==> src/slpc_cfg.svh <==
// Timing counts and mode codes for the sleep and reset controller.
`ifndef SLPC_CFG_SVH
`define SLPC_CFG_SVH
`define SLPC_MODE_IDLE 3'h0
`define SLPC_MODE_NOISE 3'h1
`define SLPC_MODE_PDOWN 3'h2
`define SLPC_MODE_PSAVE 3'h3
`define SLPC_MODE_STBY 3'h6
`define SLPC_MODE_XSTBY 3'h7
`define SLPC_CLK_MHZ 25
`define SLPC_OSC_START_US 100
`define SLPC_OSC_START_CYC (`SLPC_OSC_START_US * `SLPC_CLK_MHZ)
`define SLPC_RST_MIN_NS 1500
`define SLPC_RST_MIN_CYC ((`SLPC_RST_MIN_NS + 39) / 40)
`define SLPC_CNT_W 12
`endif

==> src/slpc_pkg.sv <==
// Types shared by the sleep and reset controller files.
`default_nettype none
package slpc_pkg;
   typedef enum logic [2:0] {
      ST_RUN = 3'h0,
      ST_SLEEP = 3'h1,
      ST_OSC_WAIT = 3'h2,
      ST_RESET = 3'h3
   } slpc_state_t;
endpackage
`default_nettype wire

==> src/slpc_ctrl.sv <==
// Sleep-mode, wake-up and reset control for the microcontroller core.
`include "slpc_cfg.svh"
`default_nettype none
module slpc_ctrl (
   input wire logic mclk_i, // Core clock, 25 MHz.
   input wire logic reset_n_i, // Power-on reset, active low.
   input wire logic ext_reset_n_i, // External reset pin, active low.
   input wire logic sleep_req_i, // CPU sleep instruction, one-cycle pulse.
   input wire logic sleep_en_i, // Sleep enable from CPU control.
   input wire logic [2:0] sleep_mode_i, // Selected sleep mode code.
   input wire logic ext_irq_i, // External interrupt level, asynchronous.
   input wire logic per_irq_i, // Interrupt from a running peripheral.
   input wire logic timer_irq_i, // Asynchronous timer interrupt.
   input wire logic test_en_i, // Test-access interface enabled.
   input wire logic tap_shift_i, // Test controller in a shift-out state.
   input wire logic [31:0] port_oe_n_i, // Port output enables, low drives.
   output logic [31:0] port_oe_n_o, // Port output enables to pads, low drives.
   output logic tdo_oe_n_o, // Test data output enable, low drives.
   output logic [2:0] test_pu_o, // Pull-ups on test data, mode, clock pins.
   output logic cpu_clk_en_o, // CPU clock gate.
   output logic io_clk_en_o, // General peripheral clock gate.
   output logic adc_clk_en_o, // Converter clock gate.
   output logic async_tmr_en_o, // Asynchronous timer enable.
   output logic osc_en_o, // Main oscillator enable.
   output logic sys_reset_n_o, // Internal reset to the core, active low.
   output logic asleep_o // Device is in a sleep mode.
);
   // Settle and hold counts, cut to the width of the shared counter.
   localparam logic [`SLPC_CNT_W-1:0] OSC_CYC = `SLPC_CNT_W'(`SLPC_OSC_START_CYC);
   localparam logic [`SLPC_CNT_W-1:0] RST_CYC = `SLPC_CNT_W'(`SLPC_RST_MIN_CYC);

   // Registers and their next values.
   logic rst_pin_s;
   logic ext_irq_s;
   logic timer_irq_s;
   slpc_pkg::slpc_state_t state_reg, state_next;
   logic [`SLPC_CNT_W-1:0] cnt_reg, cnt_next;
   logic [2:0] mode_reg, mode_next;
   logic [4:0] gate_reg, gate_next;
   logic sys_rst_n_reg, sys_rst_n_next;
   logic cpu_en_reg, cpu_en_next;
   logic asleep_reg, asleep_next;
   logic in_reset;
   logic wake;
   logic [31:0] port_oe_n_reg, port_oe_n_next;
   logic tdo_oe_n_reg, tdo_oe_n_next;
   logic [2:0] test_pu_reg, test_pu_next;

   ////////////////////////////////////////////////////////////////////////////
   // Input synchronisers; the reset pin itself also acts asynchronously below.
   slpc_sync u_rst_sync (
      .mclk_i(mclk_i),
      .reset_n_i(reset_n_i),
      .d_i(~ext_reset_n_i),
      .q_o(rst_pin_s)
   );
   slpc_sync u_irq_sync (
      .mclk_i(mclk_i),
      .reset_n_i(reset_n_i),
      .d_i(ext_irq_i),
      .q_o(ext_irq_s)
   );
   // The asynchronous timer runs from its own oscillator, so its request crosses over.
   slpc_sync u_tmr_sync (
      .mclk_i(mclk_i),
      .reset_n_i(reset_n_i),
      .d_i(timer_irq_i),
      .q_o(timer_irq_s)
   );

   // Either reset source holds the pad logic reset, with or without clock.
   assign in_reset = ~reset_n_i | ~ext_reset_n_i;

   ////////////////////////////////////////////////////////////////////////////
   // Port enables follow the core and test pads the test interface while no reset is active.
   always_comb begin
      port_oe_n_next = port_oe_n_i;
      tdo_oe_n_next = ~(test_en_i & tap_shift_i);
      test_pu_next = {3{test_en_i}};
   end

   // The reset branch needs no clock, so the pads float even with the oscillator stopped.
   always_ff @(posedge mclk_i or posedge in_reset) begin
      if (in_reset) begin
         port_oe_n_reg <= 32'hFFFFFFFF;
         tdo_oe_n_reg <= 1'b1;
         test_pu_reg <= 3'h7;
      end else begin
         port_oe_n_reg <= port_oe_n_next;
         tdo_oe_n_reg <= tdo_oe_n_next;
         test_pu_reg <= test_pu_next;
      end
   end
   // Pull-ups stay on in reset; the enable setting is lost by power-on or by the external reset pin.
   assign port_oe_n_o = port_oe_n_reg;
   assign tdo_oe_n_o = tdo_oe_n_reg;
   assign test_pu_o = test_pu_reg;

   ////////////////////////////////////////////////////////////////////////////
   // Wake sources depend on which logic still runs in the held mode.
   // A source whose logic is stopped in that mode cannot raise a request.
   always_comb begin
      wake = ext_irq_s;
      unique case (mode_reg)
         `SLPC_MODE_IDLE: wake = ext_irq_s | per_irq_i | timer_irq_s;
         `SLPC_MODE_NOISE: wake = ext_irq_s | per_irq_i | timer_irq_s;
         `SLPC_MODE_PSAVE, `SLPC_MODE_XSTBY: wake = ext_irq_s | timer_irq_s;
         default: wake = ext_irq_s;
      endcase
   end

   ////////////////////////////////////////////////////////////////////////////
   // Sequencer. Gate bits: cpu, io, adc, async timer, osc.
   always_comb begin
      state_next = state_reg;
      cnt_next = cnt_reg;
      mode_next = mode_reg;
      gate_next = gate_reg;
      sys_rst_n_next = sys_rst_n_reg;
      unique case (state_reg)
         slpc_pkg::ST_RUN: begin
            gate_next = 5'h1F;
            sys_rst_n_next = 1'b1;
            if (sleep_req_i && sleep_en_i) begin
               mode_next = sleep_mode_i;
               state_next = slpc_pkg::ST_SLEEP;
               // Each mode keeps the clocks that its wake sources need; all but power-down and power-save also keep the oscillator.
               unique case (sleep_mode_i)
                  `SLPC_MODE_IDLE: gate_next = 5'h1E;
                  `SLPC_MODE_NOISE: gate_next = 5'h1C;
                  `SLPC_MODE_PDOWN: gate_next = 5'h00;
                  `SLPC_MODE_PSAVE: gate_next = 5'h08;
                  `SLPC_MODE_STBY: gate_next = 5'h10;
                  `SLPC_MODE_XSTBY: gate_next = 5'h18;
                  // Unused codes are ignored and the core keeps running.
                  default: state_next = slpc_pkg::ST_RUN;
               endcase
            end
         end
         slpc_pkg::ST_SLEEP: begin
            // A warm oscillator lets the core restart with no settle wait.
            if (wake) begin
               cnt_next = '0;
               gate_next = gate_reg | 5'h10;
               state_next = gate_reg[4] ? slpc_pkg::ST_RUN : slpc_pkg::ST_OSC_WAIT;
            end
         end
         slpc_pkg::ST_OSC_WAIT: begin
            // Hold the CPU until the restarted oscillator has settled.
            cnt_next = cnt_reg + 1'b1;
            if (cnt_reg == OSC_CYC - 1'b1) begin
               state_next = slpc_pkg::ST_RUN;
            end
         end
         slpc_pkg::ST_RESET: begin
            // Hold internal reset a settle time after the pin is released.
            gate_next = 5'h1E;
            sys_rst_n_next = 1'b0;
            cnt_next = cnt_reg + 1'b1;
            if (cnt_reg == RST_CYC - 1'b1) begin
               state_next = slpc_pkg::ST_RUN;
            end
         end
         default: state_next = slpc_pkg::ST_RESET;
      endcase
      // A pin reset seen through the synchroniser overrides any state.
      if (rst_pin_s) begin
         state_next = slpc_pkg::ST_RESET;
         cnt_next = '0;
         sys_rst_n_next = 1'b0;
      end
      // Outputs leave flip-flops, so they are derived from the next state.
      cpu_en_next = gate_next[0] & (state_next == slpc_pkg::ST_RUN);
      asleep_next = (state_next == slpc_pkg::ST_SLEEP);
   end

   // External reset is also asynchronous here, so it works with no clock.
   // Registers only; all decisions are made in the block above.
   always_ff @(posedge mclk_i or posedge in_reset) begin
      if (in_reset) begin
         state_reg <= slpc_pkg::ST_RESET;
         cnt_reg <= '0;
         mode_reg <= `SLPC_MODE_IDLE;
         gate_reg <= 5'h1E;
         sys_rst_n_reg <= 1'b0;
         cpu_en_reg <= 1'b0;
         asleep_reg <= 1'b0;
      end else begin
         state_reg <= state_next;
         cnt_reg <= cnt_next;
         mode_reg <= mode_next;
         gate_reg <= gate_next;
         sys_rst_n_reg <= sys_rst_n_next;
         cpu_en_reg <= cpu_en_next;
         asleep_reg <= asleep_next;
      end
   end

   ////////////////////////////////////////////////////////////////////////////
   // Every output is a flip-flop, so no clock gate can glitch.
   assign cpu_clk_en_o = cpu_en_reg;
   assign io_clk_en_o = gate_reg[1];
   assign adc_clk_en_o = gate_reg[2];
   assign async_tmr_en_o = gate_reg[3];
   assign osc_en_o = gate_reg[4];
   assign sys_reset_n_o = sys_rst_n_reg;
   assign asleep_o = asleep_reg;
endmodule // slpc_ctrl
`default_nettype wire

==> src/slpc_sync.sv <==
// Two-stage synchroniser for one level from outside the clock domain.
`default_nettype none
module slpc_sync (
   input wire logic mclk_i, // Clock.
   input wire logic reset_n_i, // Asynchronous reset, active low.
   input wire logic d_i, // Asynchronous level.
   output logic q_o // Synchronised level.
);
   logic meta_reg;
   logic q_reg;

   // Only the second stage is read outside.
   always_ff @(posedge mclk_i or negedge reset_n_i) begin
      if (!reset_n_i) begin
         meta_reg <= 1'b0;
         q_reg <= 1'b0;
      end else begin
         meta_reg <= d_i;
         q_reg <= meta_reg;
      end
   end
   assign q_o = q_reg;
endmodule // slpc_sync
`default_nettype wire

==> config.mk <==
export PLATFORM = sky130hd
export DESIGN_NAME = slpc_ctrl
export DESIGN_NICKNAME = d
export VERILOG_FILES = /design/src/slpc_pkg.sv /design/src/slpc_ctrl.sv /design/src/slpc_sync.sv
export VERILOG_INCLUDE_DIRS = /design/src
export SDC_FILE = /design/constraint.sdc
export NUM_CORES = 1
export LEC_CHECK = 0
export BUFFER_PORTS_ARGS = -buffer_cell sky130_fd_sc_hd__buf_4
export CAP_MARGIN = 5
export CORE_ASPECT_RATIO = 0.6
export CORE_MARGIN = 10
export CORE_UTILIZATION = 35
export CTS_BUF_LIST = sky130_fd_sc_hd__clkbuf_16
export DETAILED_ROUTE_END_ITERATION = 8
export PLACE_DENSITY = 0.59
export SYNTH_ARGS = -nofsm -noshare
export SYNTH_HDL_FRONTEND = slang
export SYNTH_HIERARCHICAL = 1
export SYNTH_SLANG_ARGS = --single-unit
==> constraint.sdc <==
create_clock -name mclk_i -period 4.5 [get_ports mclk_i]
set_clock_uncertainty 0.05 [all_clocks]
set_input_delay 0.225 -clock mclk_i [delete_from_list [all_inputs] [get_ports mclk_i]]
set_output_delay 0.225 -clock mclk_i [all_outputs]
set_load 0.02 [all_outputs]
# ---- After elaboration in Yosys (flattened, before gate mapping)
# Index checks and enable logic that the tools add are counted.
dict set report op_classes {
  add_sub_neg 1
  n_eq_ne 16
  muxes 18
  n_bitwise 10
  n_reduce_logical 17
}
# cell count
set op_table {}
lappend op_table {{5-bit case mux with 6 select lines} 1}
lappend op_table {{12-bit two-way mux} 2}
lappend op_table {{12-bit case mux with 2 select lines} 1}
lappend op_table {{3-bit by 2-bit equality test with 1-bit output, second input constant} 5}
lappend op_table {{3-bit two-way mux} 5}
lappend op_table {{5-bit case mux with 3 select lines} 1}
lappend op_table {{12-bit by 1-bit adder with 12-bit output, second input constant} 1}
lappend op_table {{12-bit equality test, second input constant} 1}
lappend op_table {{12-bit by 6-bit equality test with 1-bit output, second input constant} 1}
lappend op_table {{3-bit by 1-bit equality test with 1-bit output, second input constant} 4}
lappend op_table {{3-bit zero test} 4}
lappend op_table {{3-bit case mux with 4 select lines} 1}
lappend op_table {{5-bit two-way mux} 2}
lappend op_table {{3-bit equality test, second input constant} 3}
lappend op_table {{3-bit nonzero test} 3}
lappend op_table {{2-bit AND reduction} 4}
lappend op_table {{2-bit OR reduction} 3}
lappend op_table {{6-bit OR reduction} 1}
lappend op_table {{1-bit inverter} 4}
lappend op_table {{1-bit OR} 4}
lappend op_table {{1-bit case mux with 2 select lines} 2}
lappend op_table {{3-bit by 2-bit inequality test with 1-bit output, second input constant} 1}
lappend op_table {{1-bit bitwise AND} 2}
lappend op_table {{1-bit two-way mux} 2}
lappend op_table {{other kinds (4)} 4}
dict set report totals {
  regBits 66
  inputBits 45
  out_inout_bits 43
  elab_cells 80
}

# ---- Longest topological paths before layout
dict set report logic_depth {
  ltp_word 8
  ltp_mapped 7
  depth_no_buf 7
}

# ---- Modules after synthesis
# The synthesis kept the hierarchy.
# module n_inst cells_per_inst area_each_um2 seq_area_each_um2
set by_module_without_submodules {}
lappend by_module_without_submodules {slpc_ctrl 1 196 2429.8 1551.5}
lappend by_module_without_submodules {slpc_sync 3 2 50.0 50.0}

# ---- Worst setup path after synthesis
# OpenSTA, ideal clock, no wires.
dict set report synth_timing {
  path_type {flip-flop to flip-flop}
  from {reg cnt_reg[0]}
  to {reg cnt_reg[8]}
  setup_ps 132
  arrival_time_ps 1509
  required_time_ps 4318
  slack_ps 2809
  path_stages_with_launch 7
  path_buffers 0
  synth_period_minus_slack_ps 1691
  path_cell_list {dfrtp_1 -> ha_1 -> nand3_1 -> nor3_1 -> mux2_2 -> a22oi_1 -> nor2_1}
}
dict set report synth_between {
  elab_chain_len 3
}
# element line_no
set synth_rtl {}
lappend synth_rtl {{start: declaration} slpc_ctrl.sv:37} ;# logic [`SLPC_CNT_W-1:0] cnt_reg, cnt_next;
lappend synth_rtl {{start signal: assignment} slpc_ctrl.sv:190} ;# cnt_reg <= cnt_next;
lappend synth_rtl {{12-bit by 1-bit adder with 12-bit output} {slpc_ctrl.sv:150, slpc_ctrl.sv:159}}
lappend synth_rtl {{12-bit case mux with 2 select lines} slpc_ctrl.sv:120} ;# unique case (state_reg)
lappend synth_rtl {{12-bit two-way mux} slpc_ctrl.sv:167} ;# if (rst_pin_s) begin
# No other way between the ends.
# A chain may end at the register's enable or synchronous reset.

# ---- Final worst setup path
dict set report layout_timing {
  from {reg state_reg[1]}
  to {reg cnt_reg[5]}
}
dict set report layout_between {
  elab_chain_len 4
  elab_cells_between_ends 9
  cone_classes {4 x eq/ne; 2 x mux; 3 x reduce/logical}
}
# element line_no
set layout_rtl {}
lappend layout_rtl {{start: declaration} slpc_ctrl.sv:36} ;# slpc_pkg::slpc_state_t state_reg, state_next;
lappend layout_rtl {{start signal: assignment} slpc_ctrl.sv:181} ;# state_reg <= slpc_pkg::ST_RESET;
lappend layout_rtl {{start signal: assignment} slpc_ctrl.sv:189} ;# state_reg <= state_next;
lappend layout_rtl {{3-bit by 2-bit equality test with 1-bit output} slpc_ctrl.sv:120}
lappend layout_rtl {{2-bit OR reduction (no source line)} n/a}
lappend layout_rtl {{12-bit case mux with 2 select lines or 3-bit nonzero test (tied branches)} n/a}
lappend layout_rtl {{12-bit two-way mux or 2-bit AND reduction (tied branches)} n/a}
# Parallel ways exist; a longest one is shown, timed or not.

==> impl_summary.txt <==
----------------------------------------------------
[Clock network]
  Setup Buffers After CTS ... 0
  CTS tree ... yes
  Maximum clock path buffer count ... 2
  Root Buffer ... sky130_fd_sc_hd__clkbuf_16
  H-tree levels ... 3
  Clock sink total ... 66
  TritonCTS Buffers ... 9
  Number of buffers inserted by hold repair at cts ... 38
  Worst-Skew Late Latency ... 0.33 ns
  Reg clk slew, reported paths ... 0.06 ns
  Post-CTS sizing ... 0

[Finish]
  Most common cell after layout, fill and taps aside ... sky130_fd_sc_hd__buf_4
  Share of post-route cells with drive strength above 1 ... 0.476
  Most used cells in the layout excluding fill and tap cells ... sky130_fd_sc_hd__buf_4, sky130_fd_sc_hd__dfstp_2, sky130_fd_sc_hd__dlygate4sd3_1
  Synthesis-to-finish area growth ... 52.4%
  Flip-flop count of the largest register after layout ... 32
  Ant. Diodes ... 0
  Nets ... 376
  Fraction of the core area covered by cells at the end of the flow ... 0.546

[Worst setup path]
  Worst setup path endpoint ... cnt_reg[5]$_DFFE_PP0P_
  Worst R2R Setup Slack ... 2.52 ns
  Source of the worst register-to-register timing path ... state_reg[1]$_DFF_PP1_
  Setup Crit Path Kind ... reg2reg
  Cell count of the worst reg-to-reg path ... 4
  Signal arrival time at the worst endpoint ... 2.17 ns
  Crit start category ... flop
  Required time worst endpoint ... 4.68 ns
  Setup crit start ... state_reg[1]$_DFF_PP1_
  Critical Path End Type ... flop
  Largest fanout on the critical path ... 17
  Critical register-to-register path endpoint ... cnt_reg[5]$_DFFE_PP0P_

[Drt]
  First-pass iteration count of the detailed router ... 4
  Average via count per standard cell ... 4.68
  Detailed Route WL ... 6.86 mm
  Number of nets with antenna violations after routing ... 0
  Number of design rule violations left after detail routing ... 0
  Iteration-0 DRC Markers ... 132
  WL/cell ... 16.1 um
  Via total after detailed routing ... 1991

[GRT]
  Global routing usage summed across all routing layers ... 0.129
  Remaining Overflow, GRT ... 0
  Initial antenna violation count ... 0
  Largest net degree at the start of global routing ... 61
  Global-route wire length before repair ... 11.2 mm
  Vias in the first global route ... 2093

[Placed design]
  Port Buffer Count ... 87
  HPWL Detailed ... 4.85 mm
  Final RePlAce weighted congestion ... 0.832

[Timing]
  Final count of negative-setup-slack endpoints ... 0
  Share of the cycle needed by the critical path after routing ... 0.441
  Minimum clock period ... 1.98 ns
  WHS ... 0.0231 ns
  Worst-margin pin slew ... 0.733 ns
  RSZ-0062 raised after global routing ... false
  Total Neg Setup Slack ... 0 ns
  Max Slew Vio Count ... 0
  Final Hold Viols ... 0
  Worst relative slew slack ... 0.512
  Peak Freq ... 0.504 GHz

[Die]
  Standard-cell row count ... 24
  Vertical extent of the die ... 86.5 um
  Effective utilization at floorplan ... 0.358
  Die Footprint ... 11300 sq um
  Placeable core region ... 7210 sq um
  Die Span X ... 131 um
  Count of pins on the block boundary ... 88

[Worst hold path]
  Hold Path Class ... in2reg
  Worst hold stages ... 2

[Power]
  Cell leakage power ... 1.76 nW
  PwrDens ... 350 nW/um^2
  Worst IR drop on VDD ... 234 uV

[Status]
  Run status ... finished clean

[Synthesis]
  Synth async-reset ratio ... 1.00
  Sequential area share after synthesis ... 0.660
  Synthesized netlist cell count ... 202
  Synthesized flop and latch total ... 66
  Cell area after technology mapping ... 2580 sq um
  Total nets after synthesis ... 249
  Main synth FF type ... sky130_fd_sc_hd__dfstp_2
  Number of different library cells in the post-synthesis netlist ... 48
  Synthesized area per cell ... 12.8 sq um
  Count of yosys warnings during synthesis ... 6
  Number of flops mapped to enable cells by yosys ... 0

[Job]
  Max-cap violations ... 0

----------------------------------------------------
## area by class of cell
type / count / area [sq um]
Sequential cell: 66 / 1700
Clock inverter: 7 / 31.3
Inverter: 7 / 26.3
Timing Repair Buffer: 126 / 1040
Multi-Input combinational cell: 119 / 793
Tap cell: 91 / 114
Clock buffer: 9 / 225
Fill cell: 635 / 3270
## power by group
group	total (mW)	internal, mW	switching, mW	leakage (nW)
Clock	0.599	0.362	0.238	0.143
Sequential	0.641	0.628	0.0134	0.759
Combinational	0.136	0.0732	0.0626	0.857
## cells in the mapped netlist, types with 3 or more instances
cell / number / area (sq um)
sky130_fd_sc_hd__a21o_1: 3 / 22.5
sky130_fd_sc_hd__a21oi_1: 10 / 50.1
sky130_fd_sc_hd__a22oi_1: 4 / 30.0
sky130_fd_sc_hd__a31oi_1: 3 / 18.8
sky130_fd_sc_hd__buf_2: 3 / 15.0
sky130_fd_sc_hd__buf_4: 3 / 22.5
sky130_fd_sc_hd__clkbuf_1: 3 / 11.3
sky130_fd_sc_hd__dfrtp_1: 26 / 651
sky130_fd_sc_hd__dfstp_2: 40 / 1050
sky130_fd_sc_hd__inv_1: 7 / 26.3
sky130_fd_sc_hd__mux2_2: 6 / 67.6
sky130_fd_sc_hd__nand2_1: 9 / 33.8
sky130_fd_sc_hd__nand2b_1: 3 / 18.8
sky130_fd_sc_hd__nand3_1: 6 / 30.0
sky130_fd_sc_hd__nor2_1: 23 / 86.3
sky130_fd_sc_hd__nor3_1: 7 / 35.0
sky130_fd_sc_hd__o21ai_0: 7 / 35.0
sky130_fd_sc_hd__o21ai_1: 3 / 15.0
## through the flow
| step | power [mW] | cells | worst slack [ns] | cell area (sq um) |
|---|---|---|---|---|
| floorplan | 0.694 | 202 | 2.47 | 2580 |
| global placement | 0.759 | 371 | 2.60 | 3300 |
| detailed placement | 0.761 | 371 | 2.56 | 3300 |
| CTS | 1.40 | 425 | 2.52 | 3930 |
| global route | 1.43 | 425 | 2.35 | 3930 |
| finish | 1.38 | 425 | 2.52 | 3930 |
## logic make-up (layout without fill, tap and decap cells)
family / count (synthesis) / after routing / share of synthesized area
compound gates: 39 / 39 / 0.116
flops: 66 / 66 / 0.660
mux: 6 / 6 / 0.0262
fa+ha+maj: 2 / 2 / 0.00970
simple gates: 68 / 68 / 0.144
buf+inv: 17 / 149 / 0.0335
xor+xnor: 3 / 3 / 0.0102
other cells: 1 / 1 / 0.00145
## routing by layer
| metal | share of wire | wire (um) | vias up | global-route usage |
|---|---|---|---|---|
| met5 | 0 | 0 | - | 0 |
| met4 | 0.011 | 74 | 0 | 0.0513 |
| met3 | 0.064 | 436 | 6 | 0.0488 |
| met2 | 0.48 | 3290 | 59 | 0.201 |
| met1 | 0.45 | 3060 | 970 | 0.158 |
| li1 | - | - | 956 | - |
## worst max-delay path: stages, from the launching register on
cell and delay, ns:
sky130_fd_sc_hd__dfstp_2 0.76, sky130_fd_sc_hd__a31oi_4 0.08, sky130_fd_sc_hd__a21o_1 0.34, sky130_fd_sc_hd__or3_1 0.39, sky130_fd_sc_hd__a211oi_1 0.25
## worst min path at each step
stage	start	end	slack (ns)
after floorplan	reset_n_i	u_irq_sync/meta_reg$_DFF_PN0_	-0.12
after global routing	sleep_mode_i[1]	gate_reg[3]$_DFFE_PP1P_	0.04
after detailed placement	reset_n_i	u_tmr_sync/meta_reg$_DFF_PN0_	-0.01
after CTS	sleep_mode_i[1]	gate_reg[3]$_DFFE_PP1P_	0.02
final	sleep_mode_i[1]	gate_reg[3]$_DFFE_PP1P_	0.02
after global placement	reset_n_i	u_rst_sync/meta_reg$_DFF_PN0_	-0.01
No activity file was read; power rests on OpenSTA's default activity.
